[src/core/sra_pkg.sv]
// constants, types and helper functions of the serial ready and async transmit block
//
// Summary of operation
// (RL1) slave sync mode: ready output low while ready, high while busy.
// (RL2) ready goes low on a trigger write, high on first sync clock fall.
// (RL3) master mode: no ready pin; software polls slave ready on a port.
// (RL4) async character: one start bit, data LSB first, one stop bit.
// (RL5) separate transmit and receive shift registers allow full duplex.
// (RL6) mode bits 0/1 give async 7-bit, 1/1 give async 8-bit.
// (RL7) mode bits 0/0 give sync master, 1/0 give sync slave.
// (RL8) parity enable adds a generated and checked parity bit.
// (RL9) parity select picks odd or even parity for both directions.
// (RL10) pins are general purpose after reset until port select is one.
// (RL11) async mode leaves sync clock and ready pins general purpose.
// (RL12) two source bits pick the serial clock; timer sets its own rate.
// (RL13) software starts the fast oscillator before using it as source.
// (RL14) software holds both enables at zero until transfers begin.
// (RL15) transmit enable zero resets the transmitter; one enables it.
// (RL16) transmit data comes from the byte; 7-bit mode ignores top bit.
// (RL17) trigger starts a low start bit on a shift edge, then a bit per edge.
// (RL18) after the last bit a high stop bit, then line held high.
// (RL19) done flag set when a character ends, interrupt raised if enabled.
// (RL20) software reloads and retriggers per byte, then clears enable.
// (RL21) done flag sets regardless of mask; a one write clears it.
// (RL22) done interrupt asserted only while flag and mask are both one; the code registers it, so it follows a mask change one cycle late.
`default_nettype none

package sra_pkg;

  localparam int unsigned DATA_W = 8;
  localparam int unsigned FRAME_W = 11;
  localparam int unsigned CNT_W = 4;

  // mode code is {mode_sel_bit1, mode_sel_bit0}
  localparam logic [1:0] MODE_MASTER = 2'h0;
  localparam logic [1:0] MODE_SLAVE = 2'h1;
  localparam logic [1:0] MODE_ASYNC7 = 2'h2;
  localparam logic [1:0] MODE_ASYNC8 = 2'h3;

  // clock source code is {clock_source_sel1, clock_source_sel0}
  localparam logic [1:0] SRC_OSC_DIV1 = 2'h0;
  localparam logic [1:0] SRC_OSC_DIV2 = 2'h1;
  localparam logic [1:0] SRC_OSC_DIV4 = 2'h2;
  localparam logic [1:0] SRC_TIMER = 2'h3;

  // port 2 pin positions
  localparam int unsigned PIN_SIN = 0;
  localparam int unsigned PIN_SERIAL_OUT_PIN = 1;
  localparam int unsigned PIN_SCLK = 2;
  localparam int unsigned PIN_RDY = 3;

  // source ticks per bit, the phases inside a bit, and the bits of a sync character
  localparam logic [CNT_W-1:0] DIV_LAST = 4'hF;
  localparam logic [CNT_W-1:0] DIV_HALF = 4'h7;
  localparam logic [1:0] PRE_LAST = 2'h3;
  localparam logic [CNT_W-1:0] SYNC_BITS = 4'h8;
  localparam logic [CNT_W-1:0] SYNC_LAST = 4'h7;

  // reset values, and the count at which the receive buffer is full
  localparam logic SERIAL_OUT_PIN_RST = 1'b1;
  localparam logic READY_N_RST = 1'b1;
  localparam logic SCLK_RST = 1'b1;
  localparam logic [3:0] PIN_OE_RST = 4'h0;
  localparam logic [3:0] PIN_OUT_RST = 4'h0;
  localparam logic [1:0] BUF_FULL = 2'h2;

  typedef enum logic {TX_IDLE, TX_BUSY} sra_tx_e;
  typedef enum logic [1:0] {RX_IDLE, RX_START, RX_DATA, RX_SYNC} sra_rx_e;

  function automatic logic is_async(input logic [1:0] mode);
    return mode[1];
  endfunction

  // even parity makes the total even; odd select inverts it
  function automatic logic parity_of(input logic [7:0] d, input logic eight, input logic odd);
    return (eight ? (^d) : (^d[6:0])) ^ odd;
  endfunction

  // start bit at bit 0, ones above the stop bit keep the line idle
  function automatic logic [10:0] frame_of(input logic [7:0] d, input logic eight,
                                           input logic pen, input logic odd);
    logic p;
    p = parity_of(d, eight, odd);
    if (eight)
    begin
      return pen ? {1'b1, p, d, 1'b0} : {2'h3, d, 1'b0};
    end
    return pen ? {2'h3, p, d[6:0], 1'b0} : {3'h7, d[6:0], 1'b0};
  endfunction

endpackage

`default_nettype wire

[src/core/sra_sync.sv]
// two flip-flop synchronisers for the serial input and sync clock pins
`timescale 1ns/10ps
`default_nettype none

module sra_sync (
  input wire logic clk_sys,
  input wire logic reset,
  input wire logic ce,
  input wire logic [1:0] async_in,
  output logic [1:0] sync_out
);

  typedef struct packed {
    logic [1:0] meta;
    logic [1:0] stable;
  } sra_sync_s;

  sra_sync_s sync_reg;
  sra_sync_s sync_next;

  // first stage feeds only the second stage
  always_comb
  begin
    sync_next = sync_reg;
    sync_next.meta = async_in;
    sync_next.stable = sync_reg.meta;
  end

  always_ff @(posedge clk_sys)
  begin
    if (reset)
    begin
      sync_reg <= '{meta: 2'h3, stable: 2'h3};
    end
    else if (ce)
    begin
      sync_reg <= sync_next;
    end
  end

  assign sync_out = sync_reg.stable;

endmodule // sra_sync

`default_nettype wire

[src/core/sra_buf.sv]
// two-entry receive data buffer with valid and ready on both sides
`timescale 1ns/10ps
`default_nettype none

module sra_buf (
  input wire logic clk_sys,
  input wire logic reset,
  input wire logic ce,
  input wire logic in_valid,
  output logic in_ready,
  input wire logic [7:0] in_data,
  output logic out_valid,
  input wire logic out_ready,
  output logic [7:0] out_data
);

  typedef struct packed {
    logic [1:0][7:0] mem;
    logic wr;
    logic rd;
    logic [1:0] cnt;
  } sra_buf_s;

  sra_buf_s buf_reg;
  sra_buf_s buf_next;
  logic push;
  logic pop;

  assign in_ready = (buf_reg.cnt != sra_pkg::BUF_FULL);
  assign out_valid = (buf_reg.cnt != 2'h0);
  assign out_data = buf_reg.mem[buf_reg.rd];
  assign push = in_valid && in_ready;
  assign pop = out_valid && out_ready;

  always_comb
  begin
    buf_next = buf_reg;
    if (push)
    begin
      buf_next.mem[buf_reg.wr] = in_data;
      buf_next.wr = ~buf_reg.wr;
    end
    if (pop)
    begin
      buf_next.rd = ~buf_reg.rd;
    end
    case ({push, pop})
      2'h2: buf_next.cnt = buf_reg.cnt + 2'h1;
      2'h1: buf_next.cnt = buf_reg.cnt - 2'h1;
      default: buf_next.cnt = buf_reg.cnt;
    endcase
  end

  always_ff @(posedge clk_sys)
  begin
    if (reset)
    begin
      buf_reg <= '{mem: 16'h0000, wr: 1'b0, rd: 1'b0, cnt: 2'h0};
    end
    else if (ce)
    begin
      buf_reg <= buf_next;
    end
  end

endmodule // sra_buf

`default_nettype wire

[src/core/sra_top.sv]
// serial interface: sync ready handshake, async transmit, receive paths and pin mux
`timescale 1ns/10ps
`default_nettype none

module sra_top (
  input wire logic clk_sys,
  input wire logic reset,
  input wire logic ce,
  input wire logic osc_tick,
  input wire logic timer_tick,
  input wire logic tx_enable_bit,
  input wire logic rx_enable_bit,
  input wire logic serial_port_select,
  input wire logic mode_sel_bit0,
  input wire logic mode_sel_bit1,
  input wire logic parity_enable_bit,
  input wire logic parity_odd_even_sel,
  input wire logic clock_source_sel0,
  input wire logic clock_source_sel1,
  input wire logic [7:0] tx_rx_data_byte,
  input wire logic tx_trigger,
  input wire logic rx_trigger,
  input wire logic tx_done_clear,
  input wire logic tx_done_mask,
  output logic tx_done_flag,
  output logic tx_done_irq,
  output logic tx_busy,
  output logic ready_out_n,
  output logic [7:0] rx_data,
  output logic rx_valid,
  input wire logic rx_ready,
  output logic rx_parity_err,
  output logic rx_frame_err,
  output logic rx_overrun,
  input wire logic [3:0] gpio_out,
  input wire logic [3:0] gpio_oe,
  input wire logic [3:0] port2_in,
  output logic [3:0] port2_out,
  output logic [3:0] port2_oe
);

  typedef struct packed {
    logic [1:0] pre;
    logic [3:0] div;
    sra_pkg::sra_tx_e tx_st;
    logic [10:0] tx_sh;
    logic [3:0] tx_cnt;
    logic serial_out_pin;
    logic done_flag;
    logic irq;
    logic ready_n;
    logic sclk_out;
    logic sclk_prev;
    sra_pkg::sra_rx_e rx_st;
    logic [3:0] rx_div;
    logic [3:0] rx_cnt;
    logic [7:0] rx_sh;
    logic rx_par;
    logic perr;
    logic ferr;
    logic oerr;
    logic push;
    logic [7:0] push_data;
    logic [3:0] pin_out;
    logic [3:0] pin_oe;
  } sra_state_s;

  localparam sra_state_s ST_RST = '{
    pre: 2'h0, div: 4'h0, tx_st: sra_pkg::TX_IDLE, tx_sh: 11'h7FF, tx_cnt: 4'h0,
    serial_out_pin: sra_pkg::SERIAL_OUT_PIN_RST, done_flag: 1'b0, irq: 1'b0, ready_n: sra_pkg::READY_N_RST,
    sclk_out: sra_pkg::SCLK_RST, sclk_prev: sra_pkg::SCLK_RST, rx_st: sra_pkg::RX_IDLE,
    rx_div: 4'h0, rx_cnt: 4'h0, rx_sh: 8'h00, rx_par: 1'b0, perr: 1'b0, ferr: 1'b0,
    oerr: 1'b0, push: 1'b0, push_data: 8'h00, pin_out: sra_pkg::PIN_OUT_RST,
    pin_oe: sra_pkg::PIN_OE_RST};

  sra_state_s st_reg;
  sra_state_s st_next;

  // --------------------------------------------------------------------
  // pin synchronisers and receive buffer
  // --------------------------------------------------------------------
  logic [1:0] pins_s;
  logic sin_s;
  logic sclk_s;
  logic buf_in_ready;

  sra_sync u_sync (
    .clk_sys(clk_sys),
    .reset(reset),
    .ce(ce),
    .async_in({port2_in[sra_pkg::PIN_SCLK], port2_in[sra_pkg::PIN_SIN]}),
    .sync_out(pins_s)
  );

  assign sin_s = pins_s[0];
  assign sclk_s = pins_s[1];

  sra_buf u_buf (
    .clk_sys(clk_sys),
    .reset(reset),
    .ce(ce),
    .in_valid(st_reg.push),
    .in_ready(buf_in_ready),
    .in_data(st_reg.push_data),
    .out_valid(rx_valid),
    .out_ready(rx_ready),
    .out_data(rx_data)
  );

  // --------------------------------------------------------------------
  // mode, clock source and shift edges
  // --------------------------------------------------------------------
  logic [1:0] mode;
  logic [1:0] src_sel;
  logic async_md;
  logic eight;
  logic is_master;
  logic is_slave;
  logic src_tick;
  logic bit_tick;
  logic sync_act;
  logic m_fall;
  logic m_rise;
  logic s_fall;
  logic s_rise;
  logic e_fall;
  logic e_rise;
  logic shift_ev;
  logic [3:0] dbits;
  logic [3:0] nbits;
  logic done_ev;
  logic tx_go;

  assign mode = {mode_sel_bit1, mode_sel_bit0};
  assign src_sel = {clock_source_sel1, clock_source_sel0};
  assign async_md = sra_pkg::is_async(mode); // RL6
  assign eight = (mode == sra_pkg::MODE_ASYNC8); // RL6
  assign is_master = (mode == sra_pkg::MODE_MASTER); // RL7
  assign is_slave = (mode == sra_pkg::MODE_SLAVE); // RL7

  // timer rate is set on the timer side; this block only counts its ticks
  always_comb
  begin
    case (src_sel) // RL12
      sra_pkg::SRC_OSC_DIV1: src_tick = osc_tick;
      sra_pkg::SRC_OSC_DIV2: src_tick = osc_tick && st_reg.pre[0];
      sra_pkg::SRC_OSC_DIV4: src_tick = osc_tick && (st_reg.pre == sra_pkg::PRE_LAST);
      sra_pkg::SRC_TIMER: src_tick = timer_tick;
      default: src_tick = 1'b0;
    endcase
  end

  assign bit_tick = src_tick && (st_reg.div == sra_pkg::DIV_LAST);
  assign sync_act = (st_reg.tx_st == sra_pkg::TX_BUSY) || (st_reg.rx_st == sra_pkg::RX_SYNC);
  assign m_fall = is_master && sync_act && bit_tick;
  assign m_rise = is_master && sync_act && src_tick && (st_reg.div == sra_pkg::DIV_HALF);
  assign s_fall = st_reg.sclk_prev && !sclk_s;
  assign s_rise = !st_reg.sclk_prev && sclk_s;
  assign e_fall = is_master ? m_fall : (is_slave && s_fall);
  assign e_rise = is_master ? m_rise : (is_slave && s_rise);
  assign shift_ev = async_md ? bit_tick : e_fall; // RL17
  assign dbits = eight ? 4'h8 : 4'h7;
  assign nbits = dbits + {3'h0, parity_enable_bit} + 4'h2; // RL4 RL8
  assign tx_go = tx_trigger && tx_enable_bit && (st_reg.tx_st == sra_pkg::TX_IDLE);
  assign done_ev = (st_reg.tx_st == sra_pkg::TX_BUSY) && tx_enable_bit &&
                   (async_md ? (bit_tick && st_reg.tx_cnt == nbits)
                             : (e_rise && st_reg.tx_cnt == sra_pkg::SYNC_BITS));

  // --------------------------------------------------------------------
  // next state
  // --------------------------------------------------------------------
  always_comb
  begin
    st_next = st_reg;
    st_next.push = 1'b0;
    st_next.sclk_prev = sclk_s;
    if (osc_tick)
    begin
      st_next.pre = st_reg.pre + 2'h1;
    end
    if (src_tick)
    begin
      st_next.div = st_reg.div + 4'h1;
    end
    if (m_fall)
    begin
      st_next.sclk_out = 1'b0;
    end
    else if (m_rise || !sync_act)
    begin
      st_next.sclk_out = sra_pkg::SCLK_RST;
    end

    // transmitter
    case (st_reg.tx_st)
      sra_pkg::TX_IDLE:
      begin
        if (tx_go)
        begin
          st_next.tx_st = sra_pkg::TX_BUSY;
          st_next.tx_cnt = 4'h0;
          // 7-bit frames drop the top data bit
          st_next.tx_sh = async_md ? sra_pkg::frame_of(tx_rx_data_byte, eight,
                                       parity_enable_bit, parity_odd_even_sel) // RL16 RL8 RL9
                                   : {3'h7, tx_rx_data_byte};
        end
      end
      sra_pkg::TX_BUSY:
      begin
        if (done_ev)
        begin
          st_next.tx_st = sra_pkg::TX_IDLE;
        end
        else if (shift_ev && st_reg.tx_cnt != (async_md ? nbits : sra_pkg::SYNC_BITS))
        begin
          // LSB first; the stop bit comes from the frame and the pin keeps it as the idle level
          st_next.serial_out_pin = st_reg.tx_sh[0]; // RL4 RL17 RL18
          st_next.tx_sh = {1'b1, st_reg.tx_sh[10:1]};
          st_next.tx_cnt = st_reg.tx_cnt + 4'h1;
        end
      end
      default: st_next.tx_st = sra_pkg::TX_IDLE;
    endcase
    if (!tx_enable_bit)
    begin
      st_next.tx_st = sra_pkg::TX_IDLE; // RL15
      st_next.tx_cnt = 4'h0;
      st_next.serial_out_pin = sra_pkg::SERIAL_OUT_PIN_RST;
    end

    // done flag: a completion in the clearing cycle wins
    if (tx_done_clear)
    begin
      st_next.done_flag = 1'b0; // RL21
    end
    if (done_ev)
    begin
      st_next.done_flag = 1'b1; // RL19 RL21
    end
    st_next.irq = st_next.done_flag && tx_done_mask; // RL22

    // ready handshake, slave mode only
    if (!is_slave)
    begin
      st_next.ready_n = sra_pkg::READY_N_RST;
    end
    else if (s_fall)
    begin
      st_next.ready_n = 1'b1; // RL1 RL2
    end
    else if ((tx_trigger && tx_enable_bit) || (rx_trigger && rx_enable_bit))
    begin
      st_next.ready_n = 1'b0; // RL1 RL2
    end

    // receiver, its own shift register so both directions run at once
    case (st_reg.rx_st) // RL5
      sra_pkg::RX_IDLE:
      begin
        st_next.rx_div = 4'h0;
        st_next.rx_cnt = 4'h0;
        st_next.rx_par = 1'b0;
        if (rx_enable_bit && async_md && !sin_s)
        begin
          st_next.rx_st = sra_pkg::RX_START;
        end
        else if (rx_enable_bit && !async_md && rx_trigger)
        begin
          st_next.rx_st = sra_pkg::RX_SYNC;
        end
      end
      sra_pkg::RX_START:
      begin
        if (src_tick)
        begin
          st_next.rx_div = st_reg.rx_div + 4'h1;
          if (st_reg.rx_div == sra_pkg::DIV_HALF)
          begin
            // a glitch shorter than half a bit is not a start bit
            st_next.rx_st = sin_s ? sra_pkg::RX_IDLE : sra_pkg::RX_DATA;
            st_next.rx_div = 4'h0;
          end
        end
      end
      sra_pkg::RX_DATA:
      begin
        if (src_tick)
        begin
          st_next.rx_div = st_reg.rx_div + 4'h1;
          if (st_reg.rx_div == sra_pkg::DIV_LAST)
          begin
            st_next.rx_cnt = st_reg.rx_cnt + 4'h1;
            if (st_reg.rx_cnt == nbits - 4'h2)
            begin
              st_next.rx_st = sra_pkg::RX_IDLE;
              st_next.push = 1'b1;
              st_next.push_data = eight ? st_reg.rx_sh : {1'b0, st_reg.rx_sh[7:1]};
              st_next.ferr = st_reg.ferr || !sin_s; // RL4
              st_next.perr = st_reg.perr ||
                             (parity_enable_bit && (st_reg.rx_par ^ parity_odd_even_sel)); // RL8 RL9
            end
            else
            begin
              st_next.rx_par = st_reg.rx_par ^ sin_s;
              if (st_reg.rx_cnt < dbits)
              begin
                st_next.rx_sh = {sin_s, st_reg.rx_sh[7:1]};
              end
            end
          end
        end
      end
      sra_pkg::RX_SYNC:
      begin
        if (e_rise)
        begin
          st_next.rx_sh = {sin_s, st_reg.rx_sh[7:1]};
          st_next.rx_cnt = st_reg.rx_cnt + 4'h1;
          if (st_reg.rx_cnt == sra_pkg::SYNC_LAST)
          begin
            st_next.rx_st = sra_pkg::RX_IDLE;
            st_next.push = 1'b1;
            st_next.push_data = {sin_s, st_reg.rx_sh[7:1]};
          end
        end
      end
      default: st_next.rx_st = sra_pkg::RX_IDLE;
    endcase
    if (st_reg.push && !buf_in_ready)
    begin
      st_next.oerr = 1'b1;
    end
    // disabling the receiver also clears its error flags
    if (!rx_enable_bit)
    begin
      st_next.rx_st = sra_pkg::RX_IDLE;
      st_next.push = 1'b0;
      st_next.perr = 1'b0;
      st_next.ferr = 1'b0;
      st_next.oerr = 1'b0;
    end

    // pin mux; registering it costs one cycle of latency on the general purpose pins, serial pins take next-state values
    st_next.pin_out = gpio_out; // RL10
    st_next.pin_oe = gpio_oe; // RL10 RL11
    if (serial_port_select)
    begin
      st_next.pin_oe[sra_pkg::PIN_SIN] = 1'b0;
      st_next.pin_out[sra_pkg::PIN_SIN] = 1'b0;
      st_next.pin_oe[sra_pkg::PIN_SERIAL_OUT_PIN] = 1'b1;
      st_next.pin_out[sra_pkg::PIN_SERIAL_OUT_PIN] = st_next.serial_out_pin;
      if (is_master)
      begin
        st_next.pin_oe[sra_pkg::PIN_SCLK] = 1'b1;
        st_next.pin_out[sra_pkg::PIN_SCLK] = st_next.sclk_out;
      end
      else if (is_slave)
      begin
        st_next.pin_oe[sra_pkg::PIN_SCLK] = 1'b0;
        st_next.pin_out[sra_pkg::PIN_SCLK] = 1'b0;
        st_next.pin_oe[sra_pkg::PIN_RDY] = 1'b1;
        st_next.pin_out[sra_pkg::PIN_RDY] = st_next.ready_n; // RL1
      end
      // async and master leave the remaining pins to the port logic
    end
  end

  always_ff @(posedge clk_sys)
  begin
    if (reset)
    begin
      st_reg <= ST_RST;
    end
    else if (ce)
    begin
      st_reg <= st_next;
    end
  end

  assign tx_done_flag = st_reg.done_flag;
  assign tx_done_irq = st_reg.irq;
  assign tx_busy = (st_reg.tx_st == sra_pkg::TX_BUSY);
  assign ready_out_n = st_reg.ready_n;
  assign rx_parity_err = st_reg.perr;
  assign rx_frame_err = st_reg.ferr;
  assign rx_overrun = st_reg.oerr;
  assign port2_out = st_reg.pin_out;
  assign port2_oe = st_reg.pin_oe;
endmodule // sra_top

`default_nettype wire

[config.mk]
export PLATFORM = sky130hd
export DESIGN_NAME = sra_top
export DESIGN_NICKNAME = d
export VERILOG_FILES = /design/src/core/sra_pkg.sv /design/src/core/sra_sync.sv /design/src/core/sra_buf.sv /design/src/core/sra_top.sv
export SDC_FILE = /design/constraint.sdc
export NUM_CORES = 1
export LEC_CHECK = 0
export ABC_AREA = 1
export BUFFER_PORTS_ARGS = -buffer_cell sky130_fd_sc_hd__clkbuf_2
export CELL_PAD_IN_SITES_DETAIL_PLACEMENT = 1
export CELL_PAD_IN_SITES_GLOBAL_PLACEMENT = 1
export CORE_MARGIN = 10
export CORE_UTILIZATION = 42
export CTS_CLUSTER_DIAMETER = 120
export CTS_CLUSTER_SIZE = 30
export DETAILED_ROUTE_END_ITERATION = 10
export HOLD_SLACK_MARGIN = 0.02
export PLACE_DENSITY_LB_ADDON = 0.08
export SLEW_MARGIN = 20
export SYNTH_ARGS = -nofsm -noshare
export SYNTH_HDL_FRONTEND = slang
export SYNTH_HIERARCHICAL = 1
export SYNTH_SLANG_ARGS = --single-unit
[constraint.sdc]
create_clock -name clk_sys -period 3.1 [get_ports clk_sys]
set_input_delay 0.465 -clock clk_sys [delete_from_list [all_inputs] [get_ports clk_sys]]
set_output_delay 0.465 -clock clk_sys [all_outputs]
set_load 0.02 [all_outputs]
==> results of run 1 <==
==> cells by family after synthesis <==
kind of cell | after synthesis | synth area share [%]
muxes | 5 | 0.990
and+or+nand+nor | 339 | 29.6
buffers and inverters | 122 | 10.6
adders and majority gates | 20 | 4.95
xor gates and xnor gates | 16 | 2.77
AOI/OAI and AO/OA | 135 | 15.1
DFF | 91 | 36.0
==> worst max-delay path: cells and delay by family <==
| kind | cells | cell delay, ns |
|---|---|---|
| xor gates and xnor gates | 1 | 0.16 |
| and+or+nand+nor | 4 | 0.98 |
| AOI/OAI and AO/OA | 3 | 0.44 |
| adders and majority gates | 1 | 0.38 |
| buffers and inverters | 1 | 0.19 |
==> power breakdown <==
| part | internal (mW) | leakage (nW) | switching, mW |
|---|---|---|---|
| Clock | 0.737 | 0.160 | 0.513 |
| Combinational | 0.137 | 1.78 | 0.263 |
| Sequential | 1.22 | 0.741 | 0.0385 |
| Total | 2.09 | 2.68 | 0.815 |
==> layer usage <==
layer / share of wire [%] / global-route usage [%] / up-vias
met3: 3.4 / 2.68 / 15
met2: 50 / 32.1 / 65
li1: - / - / 2466
met1: 45 / 21.1 / 2357
met5: 0 / 0 / -
met4: 1.8 / 7.28 / 0
==> cell usage after synthesis, types with 4 or more instances <==
cell type / n / area, um^2
nand2_1: 179 / 672
inv_1: 85 / 319
buf_4: 8 / 60.1
nand4_1: 9 / 56.3
o21ai_1: 4 / 20.0
dfxtp_1: 91 / 1820
xor2_1: 10 / 87.6
mux2i_1: 5 / 50.1
buf_6: 4 / 45.0
nor2_1: 74 / 278
o22ai_1: 9 / 56.3
nor3_1: 8 / 40.0
a31oi_1: 5 / 31.3
a21oi_1: 56 / 280
o21ai_0: 45 / 225
o2111ai_1: 8 / 70.1
ha_1: 20 / 250
nand2_2: 5 / 31.3
clkbuf_1: 11 / 41.3
inv_2: 7 / 26.3
xnor2_1: 6 / 52.6
nand3_1: 46 / 230
==> layout make-up <==
| type | instances | area (um^2) | area share, % |
|---|---|---|---|
| tap | 147 | 184 | 3.20 |
| timing repair buffer | 66 | 345 | 6.02 |
| clock inverter | 6 | 93.8 | 1.63 |
| clock buffer | 10 | 239 | 4.16 |
| sequential | 91 | 1820 | 31.7 |
| multi-input combinational | 515 | 2700 | 47.0 |
| inverter | 95 | 359 | 6.26 |
==> metrics by stage <==
stage / instance area [um^2] / util (%)
2_1_floorplan: 5050 / -
4_1_cts: 5740 / 48.2
5_1_grt: 5740 / 48.2
3_3_place_gp: 5410 / 45.4
6_report: 5740 / 48.2
3_5_place_dp: 5410 / 45.4
==> worst min path at each step <==
stage,startpoint,endpoint,depth (start not counted)
after floorplan,st_reg[59],st_reg[59],2
after global placement,st_reg[59],st_reg[59],2
after detailed placement,st_reg[59],st_reg[59],2
after CTS,port2_in[2],u_sync/sync_next[1],3
after global routing,port2_in[2],u_sync/sync_next[1],3
final,port2_in[2],u_sync/sync_next[1],3
==> flow_summary_export.csv, run 1 <==
group,metric,value,unit
sta,fmax,417,MHz
critical_path,path_class,"input port to flop",
critical_path,slowest_stage,"ha_1",
sta,hold-worst-slack,0.330,ns
placed_design,place_inst,914,
critical_path,crit_path_max_fanout,20,
synth,synthArstFlopShare,0,%
detailed_routing,drtPass1Iterations,4,
detailed_routing,drc,0,
floorplanning,core_area,0.0119,mm^2
status,status,"complete, no violations",
clock_network,ctsResizeCount,0,
clock_network,numClockSinks,91,
detailed_routing,wl,14.5,mm
detailed_routing,antenna_left,0,
floorplanning,start_util,42.4,%
sta,setup_viol,0,
clock_network,clk-insertion-delay-late,0.36,ns
critical_path,crit_path_start_kind,"input port",
run,maxCapViolCount,0,
placed_design,routabilityCongestion,0.863,
critical_path,critPathCapture,"st_reg[23]",
synth,ys_types,43,
sta,tightest_slew,0.539,ns
finish,largest_register_ffs,52,
sta,rsz0062_at_grt,"false",
critical_path,r2r_slack,0.81,ns
finish,area_growth,13.6,%
sta,finalCritPeriodShare,77.4,%
synth,seq_area_frac_synth,36.0,%
detailed_routing,drt-initial-drc-count,193,
synth,synthCells,728,
sta,fin_worst_skew,0.00724,ns
finish,drive_gt1_share,13.9,%
global_route,antenna_found_initial,0,
placed_design,portBuffers,60,
critical_path,r2r-end,"st_reg[23]",
clock_network,root_buffer,"clkbuf_16",
synth,synth_ff_type,"dfxtp_1",
power_and_ir_drop,p_per_area,506,mW/mm^2
critical_path,cp-startpoint,"mode_sel_bit0",
hold_path,hp-class,"input port to flop",
finish,stdcell_count,930,
power_and_ir_drop,leakage,2.68,nW
floorplanning,die_h,130,um
synth,ys_warn_count,6,
critical_path,max_stage_delay,0.38,ns
finish,fillers,1592,
critical_path,cp.arrival,2.63,ns
finish,layout.nets,837,
sta,hold_viol,0,
global_route,grt_pass1_vias,5224,
finish,final_common_cell,"nand2_1",
synth,synth_fp_nets,787,
sta,relSlewSlack,64.0,%
power_and_ir_drop,ir_drop,0.000254,V
critical_path,regToRegStartpoint,"st_reg[38]",
clock_network,clock_path_buffers,2,
critical_path,r2r_cells,8,
clock_network,tritoncts,"built",
detailed_routing,wl_per_cell,15.6,um
floorplanning,design.die.area,0.0168,mm^2
clock_network,postCtsHoldBufs,0,
global_route,grt_pass1_wl,24.5,mm
synth,syn_avg_cell_area,6.94,um^2
detailed_routing,vias,4903,
sta,period_minus_slack,2.40,ns
placed_design,dp_hpwl,11.0,mm
finish,final_cell_mix,"179 x nand2_1, 91 x dfxtp_1, 85 x inv_1",
sta,setup_ws,0.702,ns
synth,ys_ff_latch,91,
floorplanning,die_w,130,um
critical_path,crit_chain,"clkbuf_2 -> nand2_4 -> ha_1 -> xor2_1 -> nand3_1 -> a31oi_1 -> nor3_1 -> nand2_1 -> o21ai_0 -> a21oi_1",
global_route,grt_max_degree,29,
global_route,grt_overflow,0,
floorplanning,io_pins,63,
critical_path,cp.required,3.33,ns
clock_network,cts_htree_levels,3,
placed_design,place_worst_setup_slack,0.369,ns
sta,fin_setup_tns,0,ns
clock_network,cts_buffers,9,
synth,syn-cell-area,0.00505,mm^2
synth,synth_edf_count,0,
detailed_routing,vias_per_cell,5.27,
clock_network,cts_setup_buffers,0,
global_route,grtUsageTotal,18.0,%
clock_network,clkTransAtPathRegs,0.07,ns
sta,timing.final.max_slew_violations,0,
floorplanning,rows,40,
power_and_ir_drop,p_total,2.90,mW
finish,n_antenna_cell,0,
critical_path,cp-end-kind,"flop",
No activity file was read; power rests on OpenSTA's default activity.
==> run 2: changes to the inputs <==
clock period = 2.4 ns   (was 3.1 ns; I/O delays follow)
==> run 2 against run 1 <==
Effect of this change: sequential share of layout area fell by 0.083 points; combinational power grew 33%; register-to-register slack got worse by 0.54 ns; die area unchanged; critical endpoint is now st_reg[56].
==> flow_summary_export.csv, run 2 (synthesized netlist as in run 1, its figures left out) <==
group,metric,value,unit
finish,multi_input_area,0.00270,mm^2
critical_path,worst-path-stages,9,
finish,layout.nets,845,
detailed_routing,drc,0,
power_and_ir_drop,p_per_area,613,mW/mm^2
clock_network,clk-insertion-delay-late,0.36,ns
sta,timing.final.max_slew_violations,0,
detailed_routing,wl_per_cell,15.8,um
detailed_routing,wl,14.9,mm
global_route,grtUsageTotal,18.2,%
floorplanning,design.die.area,0.0168,mm^2
global_route,grt_pass1_wl,24.8,mm
finish,area_growth,13.9,%
placed_design,place_area,0.00547,mm^2
placed_design,portBuffers,60,
clock_network,cts_buffers,9,
detailed_routing,drt-initial-drc-count,191,
floorplanning,core_area,0.0119,mm^2
clock_network,numClockSinks,91,
clock_network,cts_setup_buffers,0,
critical_path,slowest_stage,"dfxtp_1",
finish,drive_gt1_share,14.9,%
power_and_ir_drop,leakage,2.69,nW
detailed_routing,vias,4894,
critical_path,cp_top_family,"simple AND/OR/NAND/NOR gates",
critical_path,crit_chain,"ha_2 -> nor2_1 -> nor3_2 -> nand3_1 -> nand2_1 -> nand3_4 -> inv_1 -> nand2_1 -> o2111ai_1",
critical_path,cp-startpoint,"st_reg[38]",
clock_network,tritoncts,"built",
global_route,grt_pass1_vias,5210,
run,maxCapViolCount,0,
critical_path,regToRegStartpoint,"st_reg[38]",
critical_path,path_common_cell,"nand2_1",
status,status,"complete, no violations",
global_route,grt_overflow,0,
global_route,grt_max_degree,25,
sta,relSlewSlack,63.8,%
clock_network,clkTransAtPathRegs,0.07,ns
floorplanning,start_util,42.4,%
clock_network,ctsResizeCount,0,
critical_path,cp-end-kind,"flop",
sta,tightest_slew,0.542,ns
critical_path,path_class,"flop to flop",
sta,period_minus_slack,2.13,ns
critical_path,max_stage_delay,0.40,ns
floorplanning,io_pins,63,
finish,register_area,0.00182,mm^2
detailed_routing,drtPass1Iterations,4,
finish,finish.utilization,48.3,%
finish,final_cell_mix,"179 x nand2_1, 91 x dfxtp_1, 85 x inv_1",
detailed_routing,vias_per_cell,5.22,
critical_path,crit_buf_inv,1,
sta,hold_viol,0,
critical_path,r2r_slack,0.27,ns
critical_path,cp.arrival,2.39,ns
floorplanning,die_h,130,um
floorplanning,rows,40,
critical_path,r2r-end,"st_reg[56]",
critical_path,critPathCapture,"st_reg[56]",
critical_path,cp.required,2.66,ns
finish,fillers,1595,
critical_path,r2r_cells,9,
finish,final_common_cell,"nand2_1",
clock_network,clock_path_buffers,2,
global_route,antenna_found_initial,0,
finish,n_antenna_cell,0,
sta,finalCritPeriodShare,88.7,%
finish,largest_register_ffs,52,
clock_network,postCtsHoldBufs,0,
finish,finalInstanceArea,0.00576,mm^2
critical_path,crit_path_start_kind,"flop",
floorplanning,die_w,130,um
placed_design,routabilityCongestion,0.832,
detailed_routing,antenna_left,0,
clock_network,root_buffer,"clkbuf_16",
critical_path,crit_path_max_fanout,9,
sta,fin_worst_skew,0.00747,ns
clock_network,cts_htree_levels,3,
hold_path,hp-class,"input port to flop",
sta,fmax,470,MHz
sta,fin_setup_tns,0,ns
placed_design,dp_hpwl,11.4,mm
power_and_ir_drop,ir_drop,0.000511,V
sta,setup_viol,0,
sta,rsz0062_at_grt,"false",
[run 2: final cells by class]
| cell class | count | share of cell area [%] |
|---|---|---|
| multi-input cells | 515 | 46.9 |
| flip-flops and latches | 91 | 31.7 |
| repair buffers | 74 | 7.04 |
| inverters | 95 | 6.24 |
| clock buffers | 9 | 3.91 |
| well taps | 147 | 3.20 |
| clock inverters | 7 | 1.04 |
[run 2: report_power, final]
group	switching (mW)	internal [mW]
combinational	0.344	0.189
sequential	0.0505	1.57
clock	0.654	0.720
[run 2: how the worst min path moves through the flow]
stage / slack, ns / endpoint / depth (start not counted) / startpoint
finish: 0.22 / u_sync/sync_next[1] / 3 / port2_in[2]
global route: 0.24 / u_sync/sync_next[1] / 3 / port2_in[2]
CTS: 0.22 / u_sync/sync_next[1] / 3 / port2_in[2]
detailed placement: 0.45 / st_reg[59] / 2 / st_reg[59]
global placement: 0.42 / st_reg[59] / 2 / st_reg[59]
floorplan: 0.41 / st_reg[59] / 2 / st_reg[59]
[run 2: tightest hold or removal path, cell delays in order]
cell and delay [ns]:
clkbuf_2 0.08, nand2_1 0.04, nand3_1 0.07
[run 2: layer usage]
metal  vias up  part of all wire (%)  track usage [%]
met2        60                    50             32.6
met5         -                     0                0
li1       2477                     -                -
met1      2333                    44             20.5
met4         0                   2.3             7.08
met3        24                   3.2             4.06
[run 2: per-stage QoR]
step / instances / setup WS (ns) / hold slack (ns) / power, mW
floorplan: 728 / 0.0104 / 0.412 / 2.01
global placement: 922 / 0.121 / 0.423 / 2.16
detailed placement: 922 / 0.0799 / 0.450 / 2.19
CTS: 938 / 0.201 / 0.216 / 3.57
global route: 938 / 0.0790 / 0.236 / 3.71
finish: 938 / 0.270 / 0.225 / 3.53
